## config.mk

```make
export PLATFORM = sky130hd
export DESIGN_NAME = alarm_event_interrupt_host_port
export DESIGN_NICKNAME = d
export VERILOG_FILES = /design/src/alarm_event_pkg.sv /design/src/alarm_event_interrupt_host_port.sv
export VERILOG_INCLUDE_DIRS = /design/src
export SDC_FILE = /design/constraint.sdc
export NUM_CORES = 2
export LEC_CHECK = 0
export BUFFER_PORTS_ARGS = -buffer_cell sky130_fd_sc_hd__buf_2
export CAP_MARGIN = 20
export CELL_PAD_IN_SITES_DETAIL_PLACEMENT = 0
export CELL_PAD_IN_SITES_GLOBAL_PLACEMENT = 1
export CORE_MARGIN = 3
export CORE_UTILIZATION = 40
export CTS_CLUSTER_DIAMETER = 200
export CTS_CLUSTER_SIZE = 28
export DETAILED_ROUTE_END_ITERATION = 10
export PLACE_DENSITY_LB_ADDON = 0.1
export SLEW_MARGIN = 10
export SYNTH_ARGS = -nofsm -noshare
export SYNTH_HDL_FRONTEND = slang
export SYNTH_SLANG_ARGS = --single-unit
export TNS_END_PERCENT = 20
```

## constraint.sdc

```tcl
create_clock -name i_clk_sys -period 6.7 [get_ports i_clk_sys]
set_input_delay 0.67 -clock i_clk_sys [delete_from_list [all_inputs] [get_ports i_clk_sys]]
set_output_delay 0.67 -clock i_clk_sys [all_outputs]
set_load 0.01 [all_outputs]
```

## src/alarm_event_defs.svh

```systemverilog
// Register offsets, field positions, reset values and timing counts of the host port.
`ifndef ALARM_EVENT_DEFS_SVH
`define ALARM_EVENT_DEFS_SVH
`define AEI_CTRL_OFF 9'h006
`define AEI_GEV_LO_OFF 9'h00C
`define AEI_GEV_HI_OFF 9'h00D
`define AEI_ACT_OFF 9'h011
`define AEI_SUM_A_OFF 9'h013
`define AEI_SUM_B_OFF 9'h014
`define AEI_GMSK_A_OFF 9'h015
`define AEI_GMSK_B_OFF 9'h016
`define AEI_CH_LEAK_OFF 6'h06
`define AEI_CH_MASK_GRP 4'h2
`define AEI_CH_STAT_GRP 4'h4
`define AEI_CH_EVENT_GRP 4'h5
`define AEI_CH_PERF_GRP 4'h6
`define AEI_CH_FAULT_GRP 4'h7
`define AEI_CTRL_DIS_BIT 7
`define AEI_CTRL_RISE_BIT 6
`define AEI_CTRL_FALL_BIT 5
`define AEI_CTRL_POL_BIT 4
`define AEI_RDI_SUM_BIT 15
`define AEI_CTRL_RST 8'h00
`define AEI_MASK_RST 8'h00
`define AEI_LEAK_RST 8'h00
`define AEI_SYNC_STAGES 2
`define AEI_PIN_IDLE 22'h1C0000
`endif

```

## src/alarm_event_pkg.sv

```systemverilog
// Types shared by the host port and alarm aggregation logic.
`default_nettype none
package alarm_event_pkg;
  typedef enum logic [0:0] {
    ST_IDLE = 1'b0,
    ST_ACK = 1'b1
  } acc_state_t;
endpackage : alarm_event_pkg
`default_nettype wire

```

## src/alarm_event_interrupt_host_port.sv

```systemverilog
// Host processor port, per-channel event latching and common interrupt aggregation.
// Operation
// - Events latch and hold until written clear.
// - Onset and removal enable event setting separately.
// - One-second tick captures shadows and counters.
// - Style pin chooses the host bus style.
// - Eight-bit data port released when idle.
// - Separate strobes, or single read/write line.
// - Ready output stretches access until served.
// - Reset clears counters, state and configuration.
// - Global mask bit blocks that condition's interrupt.
// - Summary bit ORs like event of channels.
// - One summary bit covers all remote defects.
// - Activity bit ORs all channel event bits.
// - Disable bit holds interrupt output inactive.
// - Polarity bit inverts interrupt active level.
// - Onset enable sets event on rising status.
// - Removal enable sets event on falling status.
// - Events at global and channel event offsets.
// - New unmasked channel event raises summary, activity, interrupt.
// - Writing zero clears event and derived indications.
// - Per-channel writable pointer leak rate register.
// - Everything runs on the processor clock.
// - Same bit position in mask, event, shadows.
`include "alarm_event_defs.svh"
`default_nettype none
module alarm_event_interrupt_host_port #(
  parameter int NUM_CH = 7,
  parameter int NUM_EV = 19,
  parameter int NUM_GEV = 16
) (
  input wire logic i_clk_sys,
  input wire logic i_rst,
  input wire logic i_ce,
  input wire logic i_bus_style_select,
  input wire logic i_port_select_in_n,
  input wire logic i_write_strobe_in_n,
  input wire logic i_read_strobe_in_n,
  input wire logic [8:0] i_addr,
  input wire logic [7:0] i_data_in,
  input wire logic i_one_second_tick_in,
  input wire logic [NUM_CH*NUM_EV-1:0] i_chan_status,
  input wire logic [NUM_GEV-1:0] i_global_status,
  output logic [7:0] o_data_out,
  output logic o_data_oe,
  output logic o_access_ready_out,
  output logic o_interrupt_out,
  output logic o_counter_latch,
  output logic [NUM_CH*8-1:0] o_pointer_leak_rate
);

  localparam int PIN_W = 22;

  // Picks one byte lane of a 24-bit group by the low offset bits.
  function automatic logic [7:0] lane_pick(input logic [23:0] v, input logic [1:0] idx);
    lane_pick = (idx == 2'h0) ? v[7:0] : (idx == 2'h1) ? v[15:8] :
                (idx == 2'h2) ? v[23:16] : 8'h00;
  endfunction : lane_pick

  logic [PIN_W-1:0] pin_s1_q;
  logic [PIN_W-1:0] pin_s2_q;
  logic tick_prev_q;
  alarm_event_pkg::acc_state_t state_q;
  alarm_event_pkg::acc_state_t state_d;
  logic [7:0] ctrl_q;
  logic [15:0] gmask_q;
  logic [NUM_GEV-1:0] gev_q;
  logic [NUM_GEV-1:0] gst_prev_q;
  logic [7:0] rdata_q;
  logic oe_q;
  logic rdy_q;
  logic irq_q;
  logic latch_q;

  // single processor clock
  // Host pins pass two flip-flops; reset loads idle levels so no access shows at release.
  always_ff @(posedge i_clk_sys)
  begin
    if (i_rst)
    begin
      pin_s1_q <= `AEI_PIN_IDLE;
      pin_s2_q <= `AEI_PIN_IDLE;
    end
    else if (i_ce)
    begin
      pin_s1_q <= {i_bus_style_select, i_port_select_in_n, i_write_strobe_in_n,
                   i_read_strobe_in_n, i_addr, i_data_in, i_one_second_tick_in};
      pin_s2_q <= pin_s1_q;
    end
  end

  wire style_s = pin_s2_q[21];
  wire sel_n_s = pin_s2_q[20];
  wire wr_n_s = pin_s2_q[19];
  wire rd_n_s = pin_s2_q[18];
  wire [8:0] addr_s = pin_s2_q[17:9];
  wire [7:0] din_s = pin_s2_q[8:1];
  wire tick_s = pin_s2_q[0];

  // strobe decoding per style
  // Style 0 uses separate strobes; style 1 uses select plus the read/write line.
  wire acc_now = !sel_n_s && (style_s || !wr_n_s || !rd_n_s);
  wire acc_wr = style_s ? !rd_n_s : !wr_n_s;
  wire acc_start = acc_now && (state_q == alarm_event_pkg::ST_IDLE);
  wire wr_pulse = acc_start && acc_wr;

  wire tick_rise = tick_s && !tick_prev_q;

  // Register hits in the common area.
  wire hit_ctrl = (addr_s == `AEI_CTRL_OFF);
  wire hit_gev_lo = (addr_s == `AEI_GEV_LO_OFF);
  wire hit_gev_hi = (addr_s == `AEI_GEV_HI_OFF);
  wire hit_act = (addr_s == `AEI_ACT_OFF);
  wire hit_sum_a = (addr_s == `AEI_SUM_A_OFF);
  wire hit_sum_b = (addr_s == `AEI_SUM_B_OFF);
  wire hit_gmsk_a = (addr_s == `AEI_GMSK_A_OFF);
  wire hit_gmsk_b = (addr_s == `AEI_GMSK_B_OFF);

  wire rise_en = ctrl_q[`AEI_CTRL_RISE_BIT];
  wire fall_en = ctrl_q[`AEI_CTRL_FALL_BIT];

  // Per-channel results gathered for the common registers.
  logic [18:0] ev_q [NUM_CH];
  logic [18:0] st_prev_q [NUM_CH];
  logic [NUM_CH*NUM_EV-1:0] ev_flat;
  logic [NUM_CH*NUM_EV-1:0] perf_flat;
  logic [NUM_CH*NUM_EV-1:0] fault_flat;
  logic [NUM_CH*NUM_EV-1:0] prev_flat;
  logic [15:0] sum_chain [NUM_CH+1];
  logic [15:0] unm_chain [NUM_CH+1];
  logic [7:0] rd_chain [NUM_CH+1];
  logic [NUM_CH-1:0] activity;

  assign sum_chain[0] = 16'h0000;
  assign unm_chain[0] = 16'h0000;
  assign rd_chain[0] = 8'h00;

  genvar c;
  generate
    for (c = 0; c < NUM_CH; c++)
    begin : g_ch
      logic [18:0] mask_q;
      logic [18:0] perf_q;
      logic [18:0] fault_q;
      logic [7:0] leak_q;
      wire [18:0] st = i_chan_status[c*NUM_EV +: NUM_EV];
      wire hit = (addr_s[8:6] == 3'(c + 1));
      wire [5:0] off = addr_s[5:0];
      wire [3:0] grp = off[5:2];
      wire wr_ev = wr_pulse && hit && (grp == `AEI_CH_EVENT_GRP);
      wire wr_mask = wr_pulse && hit && (grp == `AEI_CH_MASK_GRP);
      wire wr_leak = wr_pulse && hit && (off == `AEI_CH_LEAK_OFF);
      wire [18:0] ev_set = ({19{rise_en}} & st & ~st_prev_q[c]) |
                           ({19{fall_en}} & ~st & st_prev_q[c]);
      // zero bits clear
      // Written zeros clear the addressed lane, ones keep it.
      wire [23:0] keep = {(wr_ev && off[1:0] == 2'h2) ? din_s : 8'hFF,
                          (wr_ev && off[1:0] == 2'h1) ? din_s : 8'hFF,
                          (wr_ev && off[1:0] == 2'h0) ? din_s : 8'hFF};
      wire [23:0] mask24 = {5'h00, mask_q};
      wire [23:0] mask_wr = {(wr_mask && off[1:0] == 2'h2) ? din_s : mask24[23:16],
                             (wr_mask && off[1:0] == 2'h1) ? din_s : mask24[15:8],
                             (wr_mask && off[1:0] == 2'h0) ? din_s : mask24[7:0]};
      wire [18:0] ev_d = (ev_q[c] & keep[18:0]) | ev_set;
      wire [15:0] fold = ev_q[c][15:0] |
                         (16'(|ev_q[c][18:16]) << `AEI_RDI_SUM_BIT);
      wire [18:0] unm = ev_q[c] & ~mask_q;
      wire [15:0] unm_fold = unm[15:0] | (16'(|unm[18:16]) << `AEI_RDI_SUM_BIT);
      wire [7:0] rd_byte =
        (off == `AEI_CH_LEAK_OFF) ? leak_q :
        (grp == `AEI_CH_MASK_GRP) ? lane_pick({5'h00, mask_q}, off[1:0]) :
        (grp == `AEI_CH_STAT_GRP) ? lane_pick({5'h00, st}, off[1:0]) :
        (grp == `AEI_CH_EVENT_GRP) ? lane_pick({5'h00, ev_q[c]}, off[1:0]) :
        (grp == `AEI_CH_PERF_GRP) ? lane_pick({5'h00, perf_q}, off[1:0]) :
        (grp == `AEI_CH_FAULT_GRP) ? lane_pick({5'h00, fault_q}, off[1:0]) : 8'h00;

      // channel event registers
      // Event, mask and previous-status registers of one channel.
      always_ff @(posedge i_clk_sys)
      begin
        if (i_rst)
        begin
          ev_q[c] <= '0;
          st_prev_q[c] <= '0;
          mask_q <= '0;
          leak_q <= `AEI_LEAK_RST;
        end
        else if (i_ce)
        begin
          ev_q[c] <= ev_d;
          st_prev_q[c] <= st;
          mask_q <= mask_wr[18:0];
          if (wr_leak)
            leak_q <= din_s;
        end
      end

      // shadow capture
      // Performance keeps the latched events, fault keeps the live status.
      always_ff @(posedge i_clk_sys)
      begin
        if (i_rst)
        begin
          perf_q <= '0;
          fault_q <= '0;
        end
        else if (i_ce && tick_rise)
        begin
          perf_q <= ev_q[c];
          fault_q <= st;
        end
      end

      assign ev_flat[c*NUM_EV +: NUM_EV] = ev_q[c];
      assign prev_flat[c*NUM_EV +: NUM_EV] = st_prev_q[c];
      assign perf_flat[c*NUM_EV +: NUM_EV] = perf_q;
      assign fault_flat[c*NUM_EV +: NUM_EV] = fault_q;
      assign o_pointer_leak_rate[c*8 +: 8] = leak_q;
      assign activity[c] = |ev_q[c];
      assign sum_chain[c+1] = sum_chain[c] | fold;
      assign unm_chain[c+1] = unm_chain[c] | unm_fold;
      assign rd_chain[c+1] = rd_chain[c] | (hit ? rd_byte : 8'h00);
    end
  endgenerate

  wire [15:0] summary = sum_chain[NUM_CH];
  wire irq_any = |(unm_chain[NUM_CH] & ~gmask_q);
  wire irq_d = ctrl_q[`AEI_CTRL_POL_BIT] ^ (!ctrl_q[`AEI_CTRL_DIS_BIT] && irq_any);

  // Common-area events use the same onset and removal enables.
  wire [NUM_GEV-1:0] gev_set = ({NUM_GEV{rise_en}} & i_global_status & ~gst_prev_q) |
                               ({NUM_GEV{fall_en}} & ~i_global_status & gst_prev_q);
  wire [15:0] gkeep = {(wr_pulse && hit_gev_hi) ? din_s : 8'hFF,
                       (wr_pulse && hit_gev_lo) ? din_s : 8'hFF};

  // Read data selection over the whole map; unmapped offsets read zero.
  wire [7:0] rd_mux =
    hit_ctrl ? ctrl_q :
    hit_gev_lo ? gev_q[7:0] :
    hit_gev_hi ? gev_q[15:8] :
    hit_act ? {1'b0, activity} :
    hit_sum_a ? summary[7:0] :
    hit_sum_b ? summary[15:8] :
    hit_gmsk_a ? gmask_q[7:0] :
    hit_gmsk_b ? gmask_q[15:8] : rd_chain[NUM_CH];

  // global event registers
  // Common control, global masks and common events.
  always_ff @(posedge i_clk_sys)
  begin
    if (i_rst)
    begin
      ctrl_q <= `AEI_CTRL_RST;
      gmask_q <= {`AEI_MASK_RST, `AEI_MASK_RST};
      gev_q <= '0;
      gst_prev_q <= '0;
      tick_prev_q <= 1'b0;
    end
    else if (i_ce)
    begin
      gev_q <= (gev_q & gkeep) | gev_set;
      gst_prev_q <= i_global_status;
      tick_prev_q <= tick_s;
      if (wr_pulse && hit_ctrl)
        ctrl_q <= din_s;
      if (wr_pulse && hit_gmsk_a)
        gmask_q[7:0] <= din_s;
      if (wr_pulse && hit_gmsk_b)
        gmask_q[15:8] <= din_s;
    end
  end

  // ready when served
  // An access is served on its first synchronised cycle and held until released.
  assign state_d = acc_now ? alarm_event_pkg::ST_ACK : alarm_event_pkg::ST_IDLE;

  // drive only during reads
  // Port state, read data, ready, interrupt and counter latch outputs.
  always_ff @(posedge i_clk_sys)
  begin
    if (i_rst)
    begin
      state_q <= alarm_event_pkg::ST_IDLE;
      rdata_q <= 8'h00;
      oe_q <= 1'b0;
      rdy_q <= 1'b0;
      irq_q <= 1'b0;
      latch_q <= 1'b0;
    end
    else if (i_ce)
    begin
      state_q <= state_d;
      if (acc_start)
        rdata_q <= rd_mux;
      oe_q <= acc_now && !acc_wr;
      rdy_q <= acc_now;
      irq_q <= irq_d;
      latch_q <= tick_rise;
    end
  end

  assign o_data_out = rdata_q;
  assign o_data_oe = oe_q;
  assign o_access_ready_out = rdy_q;
  assign o_interrupt_out = irq_q;
  assign o_counter_latch = latch_q;

  // Checks on the aggregation and port behaviour.
  property p_irq_off;
    @(posedge i_clk_sys) disable iff (i_rst)
    (i_ce && ctrl_q[`AEI_CTRL_DIS_BIT]) |=> (o_interrupt_out == $past(ctrl_q[4]));
  endproperty
  a_irq_off: assert property (p_irq_off) else $error("interrupt active while disabled");

  property p_irq_pol;
    @(posedge i_clk_sys) disable iff (i_rst)
    (i_ce && !ctrl_q[`AEI_CTRL_DIS_BIT] && irq_any) |=> (o_interrupt_out != $past(ctrl_q[4]));
  endproperty
  a_irq_pol: assert property (p_irq_pol) else $error("interrupt level wrong");

  property p_mask_block;
    @(posedge i_clk_sys) disable iff (i_rst)
    (i_ce && ((unm_chain[NUM_CH] & ~gmask_q) == 16'h0000)) |=> (o_interrupt_out == $past(ctrl_q[4]));
  endproperty
  a_mask_block: assert property (p_mask_block) else $error("masked event interrupted");

  property p_onset;
    @(posedge i_clk_sys) disable iff (i_rst)
    (i_ce && rise_en) |=> ((ev_flat & $past(i_chan_status & ~prev_flat)) ==
                           $past(i_chan_status & ~prev_flat));
  endproperty
  a_onset: assert property (p_onset) else $error("onset did not set event");

  property p_removal;
    @(posedge i_clk_sys) disable iff (i_rst)
    (i_ce && fall_en) |=> ((ev_flat & $past(~i_chan_status & prev_flat)) ==
                           $past(~i_chan_status & prev_flat));
  endproperty
  a_removal: assert property (p_removal) else $error("removal did not set event");

  property p_hold;
    @(posedge i_clk_sys) disable iff (i_rst)
    (i_ce && !wr_pulse) |=> ((ev_flat & $past(ev_flat)) == $past(ev_flat));
  endproperty
  a_hold: assert property (p_hold) else $error("event lost without write");

  property p_idle_release;
    @(posedge i_clk_sys) disable iff (i_rst)
    (i_ce && !acc_now) |=> !o_data_oe;
  endproperty
  a_idle_release: assert property (p_idle_release) else $error("data driven when idle");

  property p_ready;
    @(posedge i_clk_sys) disable iff (i_rst)
    (i_ce && acc_start) |=> (o_access_ready_out && state_q == alarm_event_pkg::ST_ACK);
  endproperty
  a_ready: assert property (p_ready) else $error("access not acknowledged");

  property p_capture;
    @(posedge i_clk_sys) disable iff (i_rst)
    (i_ce && tick_rise) |=> (perf_flat == $past(ev_flat) && fault_flat == $past(i_chan_status)
                             && o_counter_latch);
  endproperty
  a_capture: assert property (p_capture) else $error("shadow capture missed");

endmodule : alarm_event_interrupt_host_port
`default_nettype wire

```

# [Yosys cells after proc, flatten, opt, wreduce, memory -nomap -nowiden]
# Memories as Yosys holds them, arrays and structs flattened.
# Cells that the tools add are included.
[totals] register_bits=569 ramBits=266 input_bits=174 output_inout_bits=68 word_cells=568 n_memories=2
[op_classes] n_eq_ne=23 muxes=206 bitwise_logic=136 reduce_logical=145
[memory_table] memory="ev_q" depth=7 word_bits=19 rd=7 rd_ports_with_merged_regs=0 write_ports=7 line_no="alarm_event_interrupt_host_port.sv:123" source="logic [18:0] ev_q [NUM_CH];"
[memory_table] memory="st_prev_q" depth=7 word_bits=19 rd=7 rd_ports_with_merged_regs=0 write_ports=7 line_no="alarm_event_interrupt_host_port.sv:124" source="logic [18:0] st_prev_q [NUM_CH];"
[ops] operator="$mux W8" n=143
[ops] operator="$and A19 B19 Y19" n=42
[ops] operator="$or A16 B16 Y16" n=28
[ops] operator="$not A19 Y19" n=21
[ops] operator="$mux W19" n=14
[ops] operator="$or A19 B19 Y19" n=14
[ops] operator="$reduce_or A19 Y1" n=7
[ops] operator="$mux W3" n=42
[ops] operator="$and A16 B16 Y16" n=6
[ops] operator="$logic_and A1 B1 Y1" n=82
[ops] operator="$reduce_and A2 Y1" n=32
[ops] operator="$not A16 Y16" n=3
[ops] operator="$or A8 B8 Y8" n=6
[ops] operator="$eq A9 B5 Y1 const B" n=5
[ops] operator="$reduce_or A3 Y1" n=14
[ops] operator="$eq A9 B4 Y1 const B" n=2
[ops] operator="$eq A4 B3 Y1 const B" n=4
[ops] operator="$reduce_or A16 Y1" n=1
[ops] operator="$or A1 B1 Y1" n=14
[ops] operator="$eq A3 B3 Y1 const B" n=4
[ops] operator="$eq A9 B3 Y1 const B" n=1
[ops] operator="$mux W1" n=7
[ops] operator="$eq A3 B2 Y1 const B" n=2
[ops] operator="$eq A6 B3 Y1 const B" n=1
[ops] operator="other kinds (9)" n=15

# [Logic depth before layout (Yosys ltp)]
[depth] depth_word=25 ltp_mapped=13 ltp_nobuf=8

# [Worst setup path after synthesis]
# OpenSTA, ideal clock, no wires.
[synth_path] kind="input to register" from="in i_ce" to="mem ev_q[0][0], enable pin" setup_time_ps=517 arrival_ps=4536 required_ps=6183 setup_slack_ps=1646 stages=3 path_buffers=2 path_cell_list="clkbuf_1 > clkbuf_1 > or2_2"
[synth_rtl] item="start: declaration" line_no="alarm_event_interrupt_host_port.sv:34" source="input wire logic i_ce,"
[synth_rtl] item="end: declaration" line_no="alarm_event_interrupt_host_port.sv:123"

# [Worst setup path in the final report]
[layout_path] from="reg pin_s2_q[14]" to="reg rdata_q[6] (netlist: o_data_out[6])"
[layout_via] elab_chain_len=22 word_cells_on_any_way=77 cone_classes="14 x eq/ne; 57 x mux; 6 x bitwise"
[layout_rtl] item="start: declaration" line_no="alarm_event_interrupt_host_port.sv:61" source="logic [PIN_W-1:0] pin_s2_q;"
[layout_rtl] item="start signal: assignment" line_no="alarm_event_interrupt_host_port.sv:82" source="pin_s2_q <= `AEI_PIN_IDLE;"
[layout_rtl] item="start signal: assignment" line_no="alarm_event_interrupt_host_port.sv:88" source="pin_s2_q <= pin_s1_q;"
[layout_rtl] item="$eq A4 B3 Y1 (no source line)"
[layout_rtl] item="$mux W8" line_no="alarm_event_interrupt_host_port.sv:175" source="(grp == `AEI_CH_FAULT_GRP) ? lane_pick({5'h00, fault_q}, off[1:0]) : 8'h00;"
[layout_rtl] item="$mux W8" line_no="alarm_event_interrupt_host_port.sv:174" source="(grp == `AEI_CH_PERF_GRP) ? lane_pick({5'h00, perf_q}, off[1:0]) :"
[layout_rtl] item="$mux W8" line_no="alarm_event_interrupt_host_port.sv:173" source="(grp == `AEI_CH_EVENT_GRP) ? lane_pick({5'h00, ev_q[c]}, off[1:0]) :"
[layout_rtl] item="$mux W8" line_no="alarm_event_interrupt_host_port.sv:172" source="(grp == `AEI_CH_STAT_GRP) ? lane_pick({5'h00, st}, off[1:0]) :"
[layout_rtl] item="$mux W8" line_no="alarm_event_interrupt_host_port.sv:171" source="(grp == `AEI_CH_MASK_GRP) ? lane_pick({5'h00, mask_q}, off[1:0]) :"
[layout_rtl] item="$mux W8" line_no="alarm_event_interrupt_host_port.sv:170" source="(off == `AEI_CH_LEAK_OFF) ? leak_q :"
[layout_rtl] item="$mux W8" line_no="alarm_event_interrupt_host_port.sv:222" source="assign rd_chain[c+1] = rd_chain[c] | (hit ? rd_byte : 8'h00);"
[layout_rtl] item="$or A8 B8 Y8 (6 in a row)" line_no="alarm_event_interrupt_host_port.sv:222"
[layout_rtl] item="$mux W8" line_no="alarm_event_interrupt_host_port.sv:245" source="hit_gmsk_b ? gmask_q[15:8] : rd_chain[NUM_CH];"
[layout_rtl] item="$mux W8" line_no="alarm_event_interrupt_host_port.sv:244" source="hit_gmsk_a ? gmask_q[7:0] :"
[layout_rtl] item="$mux W8" line_no="alarm_event_interrupt_host_port.sv:243" source="hit_sum_b ? summary[15:8] :"
[layout_rtl] item="$mux W8" line_no="alarm_event_interrupt_host_port.sv:242" source="hit_sum_a ? summary[7:0] :"
[layout_rtl] item="$mux W8" line_no="alarm_event_interrupt_host_port.sv:241" source="hit_act ? {1'b0, activity} :"
[layout_rtl] item="$mux W8" line_no="alarm_event_interrupt_host_port.sv:240" source="hit_gev_hi ? gev_q[15:8] :"
[layout_rtl] item="$mux W8" line_no="alarm_event_interrupt_host_port.sv:239" source="hit_gev_lo ? gev_q[7:0] :"
[layout_rtl] item="$mux W8 (*)" line_no="alarm_event_interrupt_host_port.sv:238" source="hit_ctrl ? ctrl_q :"
[layout_rtl] item="end signal: assignment" line_no="alarm_event_interrupt_host_port.sv:294" source="rdata_q <= rd_mux;"
[layout_rtl] item="end: declaration" line_no="alarm_event_interrupt_host_port.sv:69" source="logic [7:0] rdata_q;"
# Every way passes the cells marked *; elsewhere a longest branch is shown, timed or not.
# A chain may end at the register's enable or synchronous reset.

==> results.cfg <==
[floorplanning]
std_cell_rows = 118
die_x_um = 329.6
core-area_um2 = 103600
fp.dieArea_um2 = 108600
pin_count = 242
chipHeight_um = 329.6
start_util_pct = 40.40

[detailed_routing]
vias_per_cell = 6.279
vias = 39746
ant_nets = 0
wl_per_cell_um = 33.02
routed_wl_um = 209000
post-route-drc-count = 0
drt_pass1_iterations = 6
drt_iter0_drc = 5532

[synth]
syn_avg_cell_area_um2 = 8.478
synth_edf_count = 266
ys_seq_area_share_pct = 46.23
synth.net_count = 5113
synth_top_area_share_pct = 27.15
synth_cells = 4939
yosys.area.top_type = dfxtp_1
synth_seq_cells = 834
yosysUniqueCellTypes = 83
synthesis.area_um2 = 41880
synth.area.top_cells = dfxtp_1, edfxtp_1, nand2_1, mux2i_1, a21oi_1
yosysWarnings = 0
async_reset_ff_share_pct = 0
ys.flop_type = dfxtp_1

[timing]
clock_skew_ps = 49.41
fin_setup_tns_ps = 0
worst_pin_slew_ps = 1318
slew_headroom_pct = 11.84
max_freq_mhz = 218.6
rsz0062_at_grt = false
period_share_pct = 68.28
fin_crit_ps = 4574
setup-violations-final = 0
slew_violations = 0
setup_slack_ps = 2126
hold_viol_final = 0

[placed_design]
place_congestion = 1.067
numPortBuffers = 241
dp_hpwl_um = 144100
dp_slack_ps = 2248

[worst_hold_path]
min_path_cells = 2
hold_path_end = pin_s1_q[18]
hold_path_class = primary input to flip-flop
holdCritStartpoint = i_read_strobe_in_n

[power]
peakVddDrop_v = 0.0001786
p_per_area_nw_per_um2 = 206.8
p_leak_nw = 14.07

[clocking]
clock_sinks = 834
clk_pin_slew_ps = 140
cts_resized = 0
numCtsBuffers = 35
cts.path.max_buffers = 3
cts_setup_buffers = 0
clock_latency_ps = 690
ctsHtreeMaxLevel = 2
hold_buffers = 0
cts_tree = yes
cts_root_buffer = clkbuf_16

[layout]
drive_gt1_share_pct = 9.019
fillerInstances = 10585
layout_common_cells = nand2_1, a21oi_1, dfxtp_1
syn_to_final_growth_pct = 7.795
nets = 5096
final_common_cell = nand2_1

[worst_setup_path]
r2r_cells = 9
r2r-start = pin_s2_q[14]
cp-end-kind = flip-flop
required_ps = 7250
path_class = flip-flop to flip-flop
cp_max_fo = 22
arrival_ps = 5120
rr_endpoint = o_data_out[6]
ff2ff_setup_slack_ps = 2130
crit_start = pin_s2_q[14]
critPathLaunchType = flip-flop

[grt]
grt-ovfl-total = 0
antenna_found_initial = 15
grt_pass1_wl_um = 288600
grt_pass1_vias = 36174
grt_max_degree = 149
grt.total_usage_pct = 37.27

[run_status]
status = finished, final reports clean

[flow_run]
maxCapViolCount = 0
through the flow:
| step | area [um^2] | hold slack (ps) | total power [mW] | util, % | instances |
|---|---|---|---|---|---|
| after floorplan | 41880 | 431.4 | 6.050 | - | 4939 |
| after global placement | 44020 | 441.5 | 6.562 | 42.47 | 6259 |
| after detailed placement | 44020 | 445.6 | 6.568 | 42.47 | 6259 |
| after CTS | 45040 | 192.1 | 9.328 | 43.46 | 6319 |
| after global routing | 45130 | 213.7 | 9.548 | 43.54 | 6326 |
| final | 45140 | 220.4 | 9.336 | 43.55 | 6330 |
worst max-delay path, stage by stage (launching register included):
cell      delay (ps)
dfxtp_1          830
nand3b_1         460
or2_2            500
buf_4            450
o22ai_1          160
nor3_1           750
o32ai_1          190
or4_1            530
o21ai_1          440
a211oi_1         140
sequential cells by signal, summed over array words and instances (netlist names), 22 cells and up:
signal and cells:
g_ch.mask_q 133, g_ch.perf_q 133, st_prev_q 133, pin_s2_q 22
g_ch.fault_q 133, ev_q 133, g_ch.leak_q 56, pin_s1_q 22
where the power goes:
part | internal [mW] | switching, mW
sequential | 5.37 | 0.218
clock | 1.05 | 1.78
combinational | 0.265 | 0.640
how the worst max path moves through the flow:
stage	cells past startpoint	slack [ps]	to
after global placement	9	2310	o_data_out[6]
after floorplan	3	1650	ev_q[0][0]
after CTS	9	2260	o_data_out[6]
final	9	2130	o_data_out[6]
after detailed placement	9	2250	o_data_out[6]
after global routing	9	2170	o_data_out[6]
Yosys cell counts (5+ instances only):
| library cell | number |
|---|---|
| nor3_1 | 25 |
| buf_4 | 28 |
| nor2_1 | 174 |
| mux4_2 | 5 |
| o21ai_1 | 6 |
| nand3b_1 | 146 |
| and3_1 | 8 |
| nand4_1 | 16 |
| a221oi_1 | 7 |
| a2111oi_0 | 7 |
| o21ai_0 | 456 |
| nand3_1 | 29 |
| o2bb2ai_1 | 18 |
| a211o_1 | 7 |
| clkbuf_1 | 284 |
| o31ai_1 | 7 |
| buf_1 | 13 |
| inv_1 | 141 |
| a22oi_1 | 36 |
| nor2b_1 | 40 |
| o211ai_1 | 11 |
| o221ai_1 | 29 |
| nor2_4 | 6 |
| o32ai_1 | 5 |
| a21oi_1 | 583 |
| buf_6 | 6 |
| or3_1 | 7 |
| buf_2 | 58 |
| dfxtp_1 | 568 |
| edfxtp_1 | 266 |
| a41oi_1 | 6 |
| or4_1 | 12 |
| mux2_2 | 7 |
| mux2i_1 | 343 |
| o22ai_1 | 125 |
| nand2_1 | 997 |
| nor2_2 | 5 |
| o22a_1 | 65 |
| nand2b_1 | 8 |
| nor4_1 | 75 |
| and2_1 | 134 |
| a31oi_1 | 102 |
| a211oi_1 | 10 |
cells by family (layout without fill, tap and decap cells):
| family | after synthesis | count (layout) | share of synthesized area [%] |
|---|---|---|---|
| DFF | 834 | 834 | 46.23 |
| muxes | 355 | 355 | 8.656 |
| buffers and inverters | 532 | 538 | 5.304 |
| AOI/OAI and AO/OA | 1507 | 1507 | 20.66 |
| and+or+nand+nor | 1710 | 1710 | 19.13 |
| xor gates and xnor gates | 1 | 1 | 0.02092 |
| other | 0 | 5 | 0 |
area by class of cell:
type                            instances  area (um^2)  share of cell area [%]
Clock inverter                          1        8.758                 0.01940
Inverter                              142        533.0                   1.181
Antenna cell                            5        12.51                 0.02772
Sequential cell                       834        19380                   42.94
Tap cell                             1380         1727                   3.825
Multi-Input combinational cell       3573        20380                   45.15
Timing Repair Buffer                  336         2087                   4.623
Clock buffer                           59         1008                   2.234
metal layers:
layer | track usage (%) | wire (um) | vias up
met5 | 0 | 67 | -
met4 | 16.68 | 10850 | 10
met3 | 8.750 | 21580 | 430
met2 | 55.76 | 90200 | 2145
met1 | 51.13 | 86330 | 19647
li1 | - | - | 17514
(Power assumes the default switching activity.)
